### config.mk
export PLATFORM = sky130hd
export DESIGN_NAME = tccr_timer
export DESIGN_NICKNAME = d
export VERILOG_FILES = /design/src/rtl/tccr_pkg.sv /design/src/rtl/tccr_timer.sv
export SDC_FILE = /design/constraint.sdc
export NUM_CORES = 1
export LEC_CHECK = 0
export BUFFER_PORTS_ARGS = -buffer_cell sky130_fd_sc_hd__buf_2
export CORE_ASPECT_RATIO = 0.5
export CORE_MARGIN = 1
export CORE_UTILIZATION = 55
export CTS_BUF_LIST = sky130_fd_sc_hd__clkbuf_16
export DETAILED_ROUTE_END_ITERATION = 16
export PLACE_DENSITY = 0.78
export SLEW_MARGIN = 20
export SYNTH_ARGS = -nofsm -noshare
export SYNTH_HDL_FRONTEND = slang
export SYNTH_SLANG_ARGS = --single-unit
### constraint.sdc
create_clock -name clk -period 2.86 [get_ports clk]
set_input_delay 0.429 -clock clk [delete_from_list [all_inputs] [get_ports clk]]
set_output_delay 0.429 -clock clk [all_outputs]
set_load 0.005 [all_outputs]
### src/rtl/tccr_pkg.sv
// constants shared by the capture/compare timer block
// assumes one 200 MHz clock and an AXI4-Lite register bus with 8-bit addresses
package tccr_pkg;
    localparam int          ADDR_W      = 8;
    localparam int          DATA_W      = 32;
    localparam int          NCH         = 3;
    localparam int          NIRQ        = 4;

    // register indexes; byte address is index times four
    localparam logic [3:0]  IDX_TCTL    = 4'h0;
    localparam logic [3:0]  IDX_CNT     = 4'h1;
    localparam logic [3:0]  IDX_CCTL0   = 4'h2;
    localparam logic [3:0]  IDX_CCR0    = 4'h5;
    localparam logic [3:0]  IDX_VEC     = 4'h8;
    localparam logic [3:0]  IDX_ISTAT   = 4'h9;
    localparam logic [3:0]  IDX_IMASK   = 4'ha;
    localparam logic [3:0]  IDX_LAST    = 4'ha;

    // timer control fields
    localparam int          CT_FLAG     = 0;
    localparam int          CT_OIE      = 1;
    localparam int          CT_CLR      = 2;
    localparam int          CT_MODE_LO  = 4;

    // channel control fields
    localparam int          CC_FLAG     = 0;
    localparam int          CC_COV      = 1;
    localparam int          CC_OUT      = 2;
    localparam int          CC_LIVE     = 3;
    localparam int          CC_IE       = 4;
    localparam int          CC_WM_LO    = 5;
    localparam int          CC_CAP      = 8;
    localparam int          CC_LATCH    = 10;
    localparam int          CC_SYNC     = 11;
    localparam int          CC_SEL_LO   = 12;
    localparam int          CC_EDGE_LO  = 14;

    typedef enum logic [1:0] {CNT_STOP, CNT_UP, CNT_CONT, CNT_UPDOWN} tccr_count_t;

    localparam logic [2:0]  WM_OUT      = 3'h0;
    localparam logic [2:0]  WM_SET      = 3'h1;
    localparam logic [2:0]  WM_TOG_RST  = 3'h2;
    localparam logic [2:0]  WM_SET_RST  = 3'h3;
    localparam logic [2:0]  WM_TOG      = 3'h4;
    localparam logic [2:0]  WM_RST      = 3'h5;
    localparam logic [2:0]  WM_TOG_SET  = 3'h6;
    localparam logic [2:0]  WM_RST_SET  = 3'h7;

    localparam logic [15:0] VEC_NONE    = 16'h0000;
    localparam logic [15:0] VEC_CH1     = 16'h0002;
    localparam logic [15:0] VEC_CH2     = 16'h0004;
    localparam logic [15:0] VEC_OVF     = 16'h000a;

    localparam logic [15:0] CNT_RESET   = 16'h0000;
    localparam logic [15:0] CNT_MAX     = 16'hffff;
    localparam logic [3:0]  IMASK_RESET = 4'h0;
    localparam int          IRQ_OVF     = 3;

    localparam logic [1:0]  RESP_OKAY   = 2'h0;
    localparam logic [1:0]  RESP_SLVERR = 2'h2;
endpackage : tccr_pkg

### src/rtl/tccr_timer.sv
// 16-bit timer with three capture/compare channels, vector register and irq
// assumes an AXI4-Lite master on clk; channel inputs are asynchronous pins
// Function
// - sync bit set: capture from a further clocked stage; clear: capture directly
// - selected input latched on channel equal event, readable in bit 10
// - channel control bit 9 ignores writes and reads zero
// - bits 7-5 pick output mode: out, set, tog/rst, set/rst, tog, rst, tog/set, rst/set
// - channel irq enable bit gates the channel request
// - bit 3 reads the present level of the selected input
// - mode 0 drives the output from the output bit
// - vector reports highest pending: 02h ch1, 04h ch2, 0ah overflow, 00h none
//
// Our own choices: the AXI4-Lite interface to the registers and the register offsets.
module tccr_timer
    import tccr_pkg::*;
(
    input  wire logic                      clk,
    input  wire logic                      reset,
    input  wire logic [tccr_pkg::ADDR_W-1:0] awaddr,
    input  wire logic                      awvalid,
    output      logic                      awready,
    input  wire logic [tccr_pkg::DATA_W-1:0] wdata,
    input  wire logic [3:0]                wstrb,
    input  wire logic                      wvalid,
    output      logic                      wready,
    output      logic [1:0]                bresp,
    output      logic                      bvalid,
    input  wire logic                      bready,
    input  wire logic [tccr_pkg::ADDR_W-1:0] araddr,
    input  wire logic                      arvalid,
    output      logic                      arready,
    output      logic [tccr_pkg::DATA_W-1:0] rdata,
    output      logic [1:0]                rresp,
    output      logic                      rvalid,
    input  wire logic                      rready,
    input  wire logic [tccr_pkg::NCH-1:0]  channel_input_a,
    input  wire logic [tccr_pkg::NCH-1:0]  channel_input_b,
    output      logic [tccr_pkg::NCH-1:0]  channel_out,
    output      logic                      irq
);
    import tccr_pkg::*;

    function automatic logic idx_mapped(input logic [ADDR_W-1:0] a);
        return (a[1:0] == 2'h0) && (a[7:6] == 2'h0) && (a[5:2] <= IDX_LAST);
    endfunction : idx_mapped

    function automatic logic wave_next(input logic [2:0] m, input logic cur,
                                       input logic obit, input logic eqx, input logic eq0);
        logic r;
        r = cur;
        case (m)
            WM_OUT:     r = obit;
            WM_SET:     r = eqx ? 1'b1 : cur;
            WM_TOG_RST: r = eqx ? ~cur : (eq0 ? 1'b0 : cur);
            WM_SET_RST: r = eqx ? 1'b1 : (eq0 ? 1'b0 : cur);
            WM_TOG:     r = eqx ? ~cur : cur;
            WM_RST:     r = eqx ? 1'b0 : cur;
            WM_TOG_SET: r = eqx ? ~cur : (eq0 ? 1'b1 : cur);
            WM_RST_SET: r = eqx ? 1'b0 : (eq0 ? 1'b1 : cur);
            default:    r = cur;
        endcase
        return r;
    endfunction : wave_next

    // bus state
    logic                aw_full_reg;
    logic [ADDR_W-1:0]   aw_addr_reg;
    logic                w_full_reg;
    logic [15:0]         w_data_reg;
    logic [1:0]          w_strb_reg;
    logic                wr_do;
    logic                rd_take;
    logic [ADDR_W-1:0]   rd_addr_reg;
    logic [15:0]         wr_sel;
    logic [15:0]         wword;
    logic [15:0]         reg_view [0:15];
    logic [15:0]         old_word;

    // timer state
    tccr_count_t         mode_reg;
    logic                ovf_ie_reg;
    logic                ovf_flag_reg;
    logic [15:0]         counter_reg;
    logic [15:0]         counter_next;
    logic                dir_down_reg;
    logic                dir_down_next;
    logic                ovf_set;
    logic                counting;

    // channel state
    logic [NCH-1:0]      a_s1_reg, a_s2_reg, b_s1_reg, b_s2_reg;
    logic [NCH-1:0]      sel_in, sel_d1_reg, sel_d2_reg;
    logic [NCH-1:0]      cap_evt, equ, set_flag, vec_clr_ch;
    logic [1:0]          edge_reg  [NCH];
    logic [1:0]          sel_reg   [NCH];
    logic [2:0]          wmode_reg [NCH];
    logic [15:0]         ccr_reg   [NCH];
    logic [NCH-1:0]      sync_reg, cap_mode_reg, ie_reg, out_bit_reg;
    logic [NCH-1:0]      cov_reg, flag_reg, latched_reg, out_reg;
    logic                vec_clr_ovf;
    logic [15:0]         vec_word;
    logic [NIRQ-1:0]     irq_evt, irq_status_reg, irq_mask_reg;

    // write channel: address and data taken in either order
    assign awready = ~aw_full_reg;
    assign wready  = ~w_full_reg;
    assign wr_do   = aw_full_reg & w_full_reg & ~bvalid;

    always_ff @(posedge clk) begin
        if (reset) begin
            aw_full_reg <= 1'b0;
            aw_addr_reg <= '0;
        end else if (awvalid && awready) begin
            aw_full_reg <= 1'b1;
            aw_addr_reg <= awaddr;
        end else if (wr_do) begin
            aw_full_reg <= 1'b0;
        end
    end

    always_ff @(posedge clk) begin
        if (reset) begin
            w_full_reg <= 1'b0;
            w_data_reg <= '0;
            w_strb_reg <= '0;
        end else if (wvalid && wready) begin
            w_full_reg <= 1'b1;
            w_data_reg <= wdata[15:0];
            w_strb_reg <= wstrb[1:0];
        end else if (wr_do) begin
            w_full_reg <= 1'b0;
        end
    end

    always_ff @(posedge clk) begin
        if (reset) begin
            bvalid <= 1'b0;
            bresp  <= RESP_OKAY;
        end else if (wr_do) begin
            bvalid <= 1'b1;
            bresp  <= idx_mapped(aw_addr_reg) ? RESP_OKAY : RESP_SLVERR;
        end else if (bready) begin
            bvalid <= 1'b0;
        end
    end

    assign wr_sel   = (wr_do && idx_mapped(aw_addr_reg)) ? (16'h0001 << aw_addr_reg[5:2]) : '0;
    assign old_word = reg_view[aw_addr_reg[5:2]];
    assign wword    = {w_strb_reg[1] ? w_data_reg[15:8] : old_word[15:8],
                       w_strb_reg[0] ? w_data_reg[7:0]  : old_word[7:0]};

    // read channel
    assign arready = ~rvalid;
    assign rd_take = arvalid & arready;

    always_ff @(posedge clk) begin
        if (reset) begin
            rvalid      <= 1'b0;
            rdata       <= '0;
            rresp       <= RESP_OKAY;
            rd_addr_reg <= '0;
        end else if (rd_take) begin
            rvalid      <= 1'b1;
            rd_addr_reg <= araddr;
            rdata       <= idx_mapped(araddr) ? {16'h0000, reg_view[araddr[5:2]]} : '0;
            rresp       <= idx_mapped(araddr) ? RESP_OKAY : RESP_SLVERR;
        end else if (rready) begin
            rvalid <= 1'b0;
        end
    end

    always_comb begin
        for (int k = 0; k < 16; k++) begin
            reg_view[k] = '0;
        end
        reg_view[IDX_TCTL]  = {10'h000, mode_reg, 2'h0, ovf_ie_reg, ovf_flag_reg};
        reg_view[IDX_CNT]   = counter_reg;
        reg_view[IDX_VEC]   = vec_word;
        reg_view[IDX_ISTAT] = {12'h000, irq_status_reg};
        reg_view[IDX_IMASK] = {12'h000, irq_mask_reg};
        for (int c = 0; c < NCH; c++) begin
            // bit 9 stays zero, bit 3 shows the live input; and
            reg_view[IDX_CCTL0 + c] = {edge_reg[c], sel_reg[c], sync_reg[c], latched_reg[c],
                                       1'b0, cap_mode_reg[c], wmode_reg[c], ie_reg[c],
                                       sel_in[c], out_bit_reg[c], cov_reg[c], flag_reg[c]};
            reg_view[IDX_CCR0 + c]  = ccr_reg[c];
        end
    end

    // counter
    assign counting = (mode_reg != CNT_STOP);

    always_comb begin
        counter_next  = counter_reg;
        dir_down_next = dir_down_reg;
        ovf_set       = 1'b0;
        case (mode_reg)
            CNT_UP: begin
                if (counter_reg >= ccr_reg[0]) begin
                    counter_next = CNT_RESET;
                    ovf_set      = 1'b1;
                end else begin
                    counter_next = counter_reg + 16'h0001;
                end
            end
            CNT_CONT: begin
                counter_next = counter_reg + 16'h0001;
                ovf_set      = (counter_reg == CNT_MAX);
            end
            CNT_UPDOWN: begin
                if (dir_down_reg) begin
                    if (counter_reg <= 16'h0001) begin
                        counter_next  = CNT_RESET;
                        dir_down_next = 1'b0;
                        ovf_set       = (counter_reg == 16'h0001);
                    end else begin
                        counter_next = counter_reg - 16'h0001;
                    end
                end else if (counter_reg >= ccr_reg[0] && counter_reg != CNT_RESET) begin
                    counter_next  = counter_reg - 16'h0001;
                    dir_down_next = 1'b1;
                end else if (ccr_reg[0] != CNT_RESET) begin
                    counter_next = counter_reg + 16'h0001;
                end
            end
            default: begin
                counter_next = counter_reg;
            end
        endcase
    end

    always_ff @(posedge clk) begin
        if (reset) begin
            counter_reg  <= CNT_RESET;
            dir_down_reg <= 1'b0;
        end else if (wr_sel[IDX_TCTL] && wword[CT_CLR]) begin
            counter_reg  <= CNT_RESET;
            dir_down_reg <= 1'b0;
        end else if (wr_sel[IDX_CNT]) begin
            counter_reg <= wword;
        end else begin
            counter_reg  <= counter_next;
            dir_down_reg <= dir_down_next;
        end
    end

    always_ff @(posedge clk) begin
        if (reset) begin
            mode_reg   <= CNT_STOP;
            ovf_ie_reg <= 1'b0;
        end else if (wr_sel[IDX_TCTL]) begin
            mode_reg   <= tccr_count_t'(wword[CT_MODE_LO +: 2]);
            ovf_ie_reg <= wword[CT_OIE];
        end
    end

    always_ff @(posedge clk) begin
        if (reset) begin
            ovf_flag_reg <= 1'b0;
        end else if (ovf_set) begin
            ovf_flag_reg <= 1'b1;
        end else if (wr_sel[IDX_TCTL]) begin
            ovf_flag_reg <= wword[CT_FLAG];
        end else if (vec_clr_ovf) begin
            ovf_flag_reg <= 1'b0;
        end
    end

    // pin synchronisers
    always_ff @(posedge clk) begin
        if (reset) begin
            a_s1_reg   <= '0;
            a_s2_reg   <= '0;
            b_s1_reg   <= '0;
            b_s2_reg   <= '0;
            sel_d1_reg <= '0;
            sel_d2_reg <= '0;
        end else begin
            a_s1_reg   <= channel_input_a;
            a_s2_reg   <= a_s1_reg;
            b_s1_reg   <= channel_input_b;
            b_s2_reg   <= b_s1_reg;
            sel_d1_reg <= sel_in;
            sel_d2_reg <= sel_d1_reg;
        end
    end

    // channels
    for (genvar i = 0; i < NCH; i++) begin : g_ch
        logic cap_now;
        logic cap_prev;

        always_comb begin
            case (sel_reg[i])
                2'h0:    sel_in[i] = a_s2_reg[i];
                2'h1:    sel_in[i] = b_s2_reg[i];
                2'h2:    sel_in[i] = 1'b0;
                default: sel_in[i] = 1'b1;
            endcase
        end

        assign cap_now     = sync_reg[i] ? sel_d1_reg[i] : sel_in[i];
        assign cap_prev    = sync_reg[i] ? sel_d2_reg[i] : sel_d1_reg[i];
        assign cap_evt[i]  = cap_mode_reg[i] & ((edge_reg[i][0] & cap_now & ~cap_prev) |
                                                (edge_reg[i][1] & ~cap_now & cap_prev));
        assign equ[i]      = counting & (counter_reg == ccr_reg[i]);
        assign set_flag[i] = cap_evt[i] | (~cap_mode_reg[i] & equ[i]);

        always_ff @(posedge clk) begin
            if (reset) begin
                edge_reg[i]     <= '0;
                sel_reg[i]      <= '0;
                sync_reg[i]     <= 1'b0;
                cap_mode_reg[i] <= 1'b0;
                wmode_reg[i]    <= WM_OUT;
                ie_reg[i]       <= 1'b0;
                out_bit_reg[i]  <= 1'b0;
            end else if (wr_sel[IDX_CCTL0 + i]) begin
                edge_reg[i]     <= wword[CC_EDGE_LO +: 2];
                sel_reg[i]      <= wword[CC_SEL_LO +: 2];
                sync_reg[i]     <= wword[CC_SYNC];
                cap_mode_reg[i] <= wword[CC_CAP];
                wmode_reg[i]    <= wword[CC_WM_LO +: 3];
                ie_reg[i]       <= wword[CC_IE];
                out_bit_reg[i]  <= wword[CC_OUT];
            end
        end

        always_ff @(posedge clk) begin
            if (reset) begin
                flag_reg[i] <= 1'b0;
            end else if (set_flag[i]) begin
                flag_reg[i] <= 1'b1;
            end else if (wr_sel[IDX_CCTL0 + i]) begin
                flag_reg[i] <= wword[CC_FLAG];
            end else if (vec_clr_ch[i]) begin
                flag_reg[i] <= 1'b0;
            end
        end

        always_ff @(posedge clk) begin
            if (reset) begin
                cov_reg[i] <= 1'b0;
            end else if (cap_evt[i] && flag_reg[i]) begin
                cov_reg[i] <= 1'b1;
            end else if (wr_sel[IDX_CCTL0 + i]) begin
                cov_reg[i] <= wword[CC_COV];
            end
        end

        always_ff @(posedge clk) begin
            if (reset) begin
                ccr_reg[i] <= CNT_RESET;
            end else if (cap_evt[i]) begin
                ccr_reg[i] <= counter_reg;
            end else if (wr_sel[IDX_CCR0 + i]) begin
                ccr_reg[i] <= wword;
            end
        end

        always_ff @(posedge clk) begin
            if (reset) begin
                latched_reg[i] <= 1'b0;
            end else if (equ[i]) begin
                latched_reg[i] <= sel_in[i];
            end
        end

        always_ff @(posedge clk) begin
            if (reset) begin
                out_reg[i] <= 1'b0;
            end else begin
                // and
                out_reg[i] <= wave_next(wmode_reg[i], out_reg[i], out_bit_reg[i], equ[i], equ[0]);
            end
        end

        assign irq_evt[i] = set_flag[i] & ie_reg[i];
    end

    assign channel_out = out_reg;

    // vector: priority ch1, ch2, overflow
    always_comb begin
        if (flag_reg[1] && ie_reg[1]) begin // and
            vec_word = VEC_CH1;
        end else if (flag_reg[2] && ie_reg[2]) begin
            vec_word = VEC_CH2;
        end else if (ovf_flag_reg && ovf_ie_reg) begin
            vec_word = VEC_OVF;
        end else begin
            vec_word = VEC_NONE;
        end
    end

    // reading the vector acknowledges the source it names
    assign vec_clr_ch[0] = 1'b0;
    assign vec_clr_ch[1] = rd_take && idx_mapped(araddr) && araddr[5:2] == IDX_VEC
                           && vec_word == VEC_CH1;
    assign vec_clr_ch[2] = rd_take && idx_mapped(araddr) && araddr[5:2] == IDX_VEC
                           && vec_word == VEC_CH2;
    assign vec_clr_ovf   = rd_take && idx_mapped(araddr) && araddr[5:2] == IDX_VEC
                           && vec_word == VEC_OVF;

    // sticky irq status, write one to clear, set wins
    assign irq_evt[IRQ_OVF] = ovf_set & ovf_ie_reg;

    always_ff @(posedge clk) begin
        if (reset) begin
            irq_status_reg <= '0;
        end else begin
            irq_status_reg <= (irq_status_reg & ~(wr_sel[IDX_ISTAT] ? wword[NIRQ-1:0] : '0))
                              | irq_evt;
        end
    end

    always_ff @(posedge clk) begin
        if (reset) begin
            irq_mask_reg <= IMASK_RESET;
        end else if (wr_sel[IDX_IMASK]) begin
            irq_mask_reg <= wword[NIRQ-1:0];
        end
    end

    assign irq = |(irq_status_reg & irq_mask_reg);
endmodule : tccr_timer
# Word-level counts from Yosys, hierarchy flattened
# Memory sizes are Yosys's and may differ from the RTL's.
# Index checks and enable logic that the tools add are counted.
[op_classes]
add_sub_neg = 2
mul = 0
div_mod_pow = 0
order_cmp = 6
eq_ne = 49
shifts = 1
n_mux = 134
n_bitwise = 72
reduce_logical = 55
[op_table]
columns = ["cell", "n"]
rows = [
  ["$mux 16", 17],
  ["$bmux 16 s4", 2],
  ["$mux 1", 89],
  ["$eq 16x16->1", 3],
  ["$pmux 16 s3", 1],
  ["$eq 3x3->1 const B", 12],
  ["$reduce_bool 16->1", 2],
  ["$and 1x1->1", 28],
  ["$or 1x1->1", 21],
  ["$logic_and 1x1->1", 20],
  ["$eq 3x2->1 const B", 6],
  ["$reduce_bool 2->1", 9],
  ["$not 1->1", 17],
  ["$add 16x1->16 const B", 1],
  ["$eq 16x1->1 const B", 1],
  ["$eq 16x16->1 const B", 1],
  ["$eq 16x2->1 const B", 1],
  ["$eq 16x3->1 const B", 1],
  ["$eq 16x4->1 const B", 1],
  ["$ge 16x16->1", 1],
  ["$le 16x1->1 const B", 1],
  ["$mux 2", 8],
  ["$mux 4", 4],
  ["$mux 8", 2],
  ["other kinds (29)", 70],
]
[totals]
ff_bits = 137
latchBits = 0
ram_bits = 69
mem_bits_ro = 0
memories = 4
[memory_table]
columns = ["memory", "depth", "word_bits", "rd", "rd_clocked_by_memory_dff", "wr", "line", "rtl"]
rows = [
  ["ccr_reg", 3, 16, 3, 0, 3, "tccr_timer.sv:97", "logic [15:0] ccr_reg [NCH];"],
  ["wmode_reg", 3, 3, 3, 0, 3, "tccr_timer.sv:96", "logic [2:0] wmode_reg [NCH];"],
  ["edge_reg", 3, 2, 3, 0, 3, "tccr_timer.sv:94", "logic [1:0] edge_reg [NCH];"],
  ["sel_reg", 3, 2, 3, 0, 3, "tccr_timer.sv:95", "logic [1:0] sel_reg [NCH];"],
]

# Logic depth before layout (Yosys ltp)
# An unclocked memory read counts as a cell.
[logic_depth]
ltp_word = 14
depth_mapped = 13

# Least setup slack after synthesis
# No wires, ideal clock.
[synth_path]
path_kind = "register to register"
startpoint = "reg counter_reg[0]"
endpoint = "reg counter_reg[5]"
setup_time_ns = 0.135
t_arrival_ns = 2.637
required_ns = 2.725
path_slack_ns = 0.088
path_stages_with_launch = 14
cell_sequence = "dfxtp_1 > buf_2 > inv_1 > ha_1 > nand2b_1 > a2111o_1 > a311oi_1 > a21oi_1 > buf_2 > buf_2 > a31oi_1 > o21ai_0 > nand3_1 > a21oi_1"
[synth_via]
elab_chain_len = 6
elab_cells_between_ends = 15
cone_classes = "2 x add/sub; 2 x order compare; 1 x eq/ne; 7 x mux; 3 x reduce/logical"
[synth_lines]
columns = ["element", "line", "rtl"]
rows = [
  ["from (decl)", "tccr_timer.sv:83", "logic [15:0] counter_reg;"],
  ["from (signal assigned)", "tccr_timer.sv:240", "counter_reg <= wword;"],
  ["from (signal assigned)", "tccr_timer.sv:242", "counter_reg <= counter_next;"],
  ["$add 16x1->16 (tied with other cells)", "tccr_timer.sv:203, tccr_timer.sv:207, tccr_timer.sv:223", ""],
  ["$mux 16 or $logic_and 1x1->1 (tied branches)", "tccr_timer.sv:222, tccr_timer.sv:219", ""],
  ["$mux 16", "tccr_timer.sv:219", "end else if (counter_reg >= ccr_reg[0] && counter_reg != CNT_RESET) begin"],
  ["$mux 16", "tccr_timer.sv:211", "if (dir_down_reg) begin"],
  ["$pmux 16 s3", "tccr_timer.sv:197", "case (mode_reg)"],
  ["$mux 16", "tccr_timer.sv:239", "end else if (wr_sel[IDX_CNT]) begin"],
]
# Several ways; a longest one is shown, not always the timed one. The select of a mux whose other input is x is not followed.
# A chain may end at the register's enable or synchronous reset.

==> results.json <==
{
  "async_flop_share_pct": 0,
  "required_ns": 3.24,
  "placementRows": 37,
  "period_minus_slack_ns": 2.751,
  "avgSynthCellArea_um2": 8.997,
  "cp_max_fo": 7,
  "wl_per_cell_um": 23.48,
  "cts_max_path_buffers": 2,
  "grt_max_degree": 65,
  "cp_slowest_cell": "edfxtp_1",
  "reg2reg_slack_ns": 0.11,
  "holdBufCountCts": 0,
  "power.density_nw_per_um2": 460.8,
  "grt_setup_unrepaired": "yes",
  "clock_latency_ns": 0.47,
  "die_w_um": 208.0,
  "slew_headroom_pct": 37.28,
  "antenna_found_initial": 0,
  "post-route-period-util_pct": 96.20,
  "worst_pin_slew_ns": 0.9389,
  "ys_types": 85,
  "vias": 11040,
  "holdWs_ns": 0.1501,
  "setup_violations": 0,
  "first_pass_iters": 6,
  "wl_met1_um": 16870,
  "grt.total_usage_pct": 36.94,
  "gr-total-overflow": 0,
  "p_leak_nw": 5.311,
  "place_hpwl_um": 29800,
  "fin_tns_setup_ns": 0,
  "hold_viol": 0,
  "fmax_mhz": 363.5,
  "wl_met2_um": 16480,
  "ir_drop_mv": 0.3539,
  "coreArea_um2": 20650,
  "drive_above_1_share_pct": 22.50,
  "outcome": "complete, no violations",
  "finalClockSkew_ns": 0.01314,
  "largest_reg_flops": 48,
  "cts_buffers": 17,
  "fin_nets": 1498,
  "max_cap_violations": 0,
  "cp-startpoint": "ccr_reg[0][8]$_DFFE_PP_",
  "area_growth_pct": 15.50,
  "diodes": 0,
  "crit_path_end": "counter_reg[7]$_SDFFE_PP0P_",
  "drt-initial-drc-count": 1495,
  "routed.top_layer": "met4",
  "path_cells": "inv_1 > ha_1 > nand4_1 > nor4_4 > nand3_2 > a31oi_2 > o32a_4 > nand2_1 > o31a_1 > a221oi_2",
  "htree_num_levels": 4,
  "start_util_pct": 56.51,
  "clk_pin_slew_ns": 0.08,
  "r2r_start": "ccr_reg[0][8]$_DFFE_PP_",
  "yosysWarnings": 0,
  "slew_viol_final": 0,
  "wl_met3_um": 5774,
  "worstHoldPathType": "in2reg",
  "gp_congestion": 0.9361,
  "synth_seq_cells": 188,
  "rr_worst_depth": 10,
  "pin_count": 110,
  "synthFlopType": "dfxtp_1",
  "synth_edf_count": 69,
  "endpoint_kind": "flop",
  "die_y_um": 105.0,
  "r2r-end": "counter_reg[7]$_SDFFE_PP0P_",
  "clock_sinks": 188,
  "routed_wl_um": 39800,
  "critPathKind": "reg2reg",
  "grt_pass1_wl_um": 60480,
  "cts_tree": "built",
  "vias_per_cell": 6.514,
  "setup.worst_path.start_class": "flop",
  "cp_slowest_stage_delay_ns": 0.39,
  "ant_nets": 0,
  "power_mw": 6.211,
  "io_buffers": 73,
  "crit_arrival_ns": 3.13,
  "cts-root-buf": "clkbuf_16",
  "first_global_vias": 10110,
  "dieArea_um2": 21840,
  "syn_inst": 1297,
  "drc_errors": 0,
  "ys_seq_area_share_pct": 38.17,
  "netlist_area_um2": 11670
}
-- Yosys cell counts, types with 4 or more instances --
library cell    n  area [µm²]
a21oi_1        88       440.4
a22o_1         12       105.1
a211oi_1       19       142.6
o21ai_0        71       355.3
ha_1           24       300.3
or2_2           4       25.02
buf_4          21       157.7
a221oi_1        8       70.07
o31a_1          4       35.03
a22oi_1        39       292.8
nor4_1         13       81.33
clkbuf_1       64       240.2
o22ai_1         8       50.05
nor2_1        130       488.0
xor2_1         26       227.7
o21ai_1         4       20.02
o21a_1          7       52.55
mux2i_1        27       270.3
buf_2          24       120.1
and2_1          5       31.28
a311oi_1        7       61.31
o221ai_1        7       61.31
dfxtp_1       119        2382
and3_1         11       68.82
buf_1           8       30.03
nand2b_1       14       87.58
or3_1           4       25.02
nand2_1       149       559.3
nor3_1         29       145.1
o211ai_1        6       45.04
nand3b_1        5       37.54
xnor2_1        10       87.58
mux4_2         38       855.8
nand4_1        16       100.1
mux2_2         24       270.3
edfxtp_1       69        2072
inv_1          40       150.1
nand3_1        27       135.1
o31ai_1         7       52.55
a2bb2oi_1       5       43.79
a31oi_1        13       81.33
nor2b_1        30       187.7
-- metrics by stage --
stage | cell area [µm²] | utilization (%) | worst slack, ns | cells
after floorplan | 11730 | - | 0.08803 | 1314
after global placement | 12810 | 62.06 | 0.06996 | 1660
after detailed placement | 12810 | 62.06 | 0.005815 | 1660
after CTS | 13420 | 64.97 | 0.007962 | 1692
after global routing | 13480 | 65.28 | -0.009550 | 1695
final | 13480 | 65.28 | 0.1087 | 1695
-- layer usage --
layer	global-route usage [%]	vias to the layer above
met2	52.61	771
li1	-	4953
met1	53.49	5255
met5	0	-
met4	8.995	0
met3	12.26	63
-- worst max-delay path, delay by kind of cell, from the launching register on --
family | cells | cell delay, ns
AO/OA/AOI/OAI | 4 | 1.11
adder cells (fa/ha/maj) | 1 | 0.28
buffers and inverters | 1 | 0.07
flip-flops | 1 | 0.39
AND/OR/NAND/NOR | 4 | 0.80
-- worst min path at each step --
stage,from,endpoint,slack [ns],cells after the start
5_1_grt,rready,rvalid$_SDFFE_PP0P_,0.16,2
6_report,rready,rvalid$_SDFFE_PP0P_,0.15,2
2_1_floorplan,a_s1_reg[0]$_SDFF_PP0_,a_s2_reg[0]$_SDFF_PP0_,0.41,1
3_3_place_gp,b_s1_reg[2]$_SDFF_PP0_,b_s2_reg[2]$_SDFF_PP0_,0.42,1
4_1_cts,rready,rvalid$_SDFFE_PP0P_,0.13,2
3_5_place_dp,b_s1_reg[2]$_SDFF_PP0_,b_s2_reg[2]$_SDFF_PP0_,0.43,1
-- layout by cell type, fill, tap and decap left out, drive strengths merged, types with 14 or more instances in the layout --
cell type / netlist / routed
nand4: 17 / 17
clkbuf: 64 / 18
dfxtp: 119 / 119
ha: 24 / 24
conb: 1 / 18
a31oi: 14 / 14
a21oi: 88 / 88
nand3: 28 / 28
inv: 40 / 48
o21ai: 76 / 76
nor4: 16 / 16
a211oi: 20 / 20
nor2: 132 / 132
a22oi: 39 / 39
nor2b: 30 / 30
nor3: 29 / 29
edfxtp: 69 / 69
nand2b: 14 / 14
mux2i: 27 / 27
nand2: 150 / 150
mux2: 25 / 25
xor2: 26 / 26
mux4: 38 / 38
buf: 56 / 196
-- area by class of cell --
cell class / instances / area [µm²]
multi-input cells: 966 / 6586
flip-flops and latches: 188 / 4457
repair buffers: 196 / 1341
clock inverters: 14 / 151.4
clock buffers: 18 / 450.4
inverters: 40 / 150.1
fillers: 1685 / 7169
well taps: 273 / 341.6
-- report_power, final --
group	leakage (nW)	switching [mW]	internal [mW]	total [mW]
Sequential	1.68	0.0824	2.84	2.93
Clock	0.295	1.22	1.29	2.51
Combinational	3.34	0.472	0.306	0.777
-- what timing repair did --
action	CTS	global route
setup endpoints to repair	1	14
pin swaps	0	5
resized for setup	1	9
setup buffers	0	3
-- cell families after synthesis --
logic type	count (synthesis)	share of synthesized area, %
compound gates	340	19.47
xor+xnor	36	2.702
fa+ha+maj	25	2.670
other cells	1	0.03214
simple gates	457	18.61
buf+inv	160	6.273
mux	90	12.06
flops	188	38.17
Note: power is estimated with default switching activity, not from simulation.
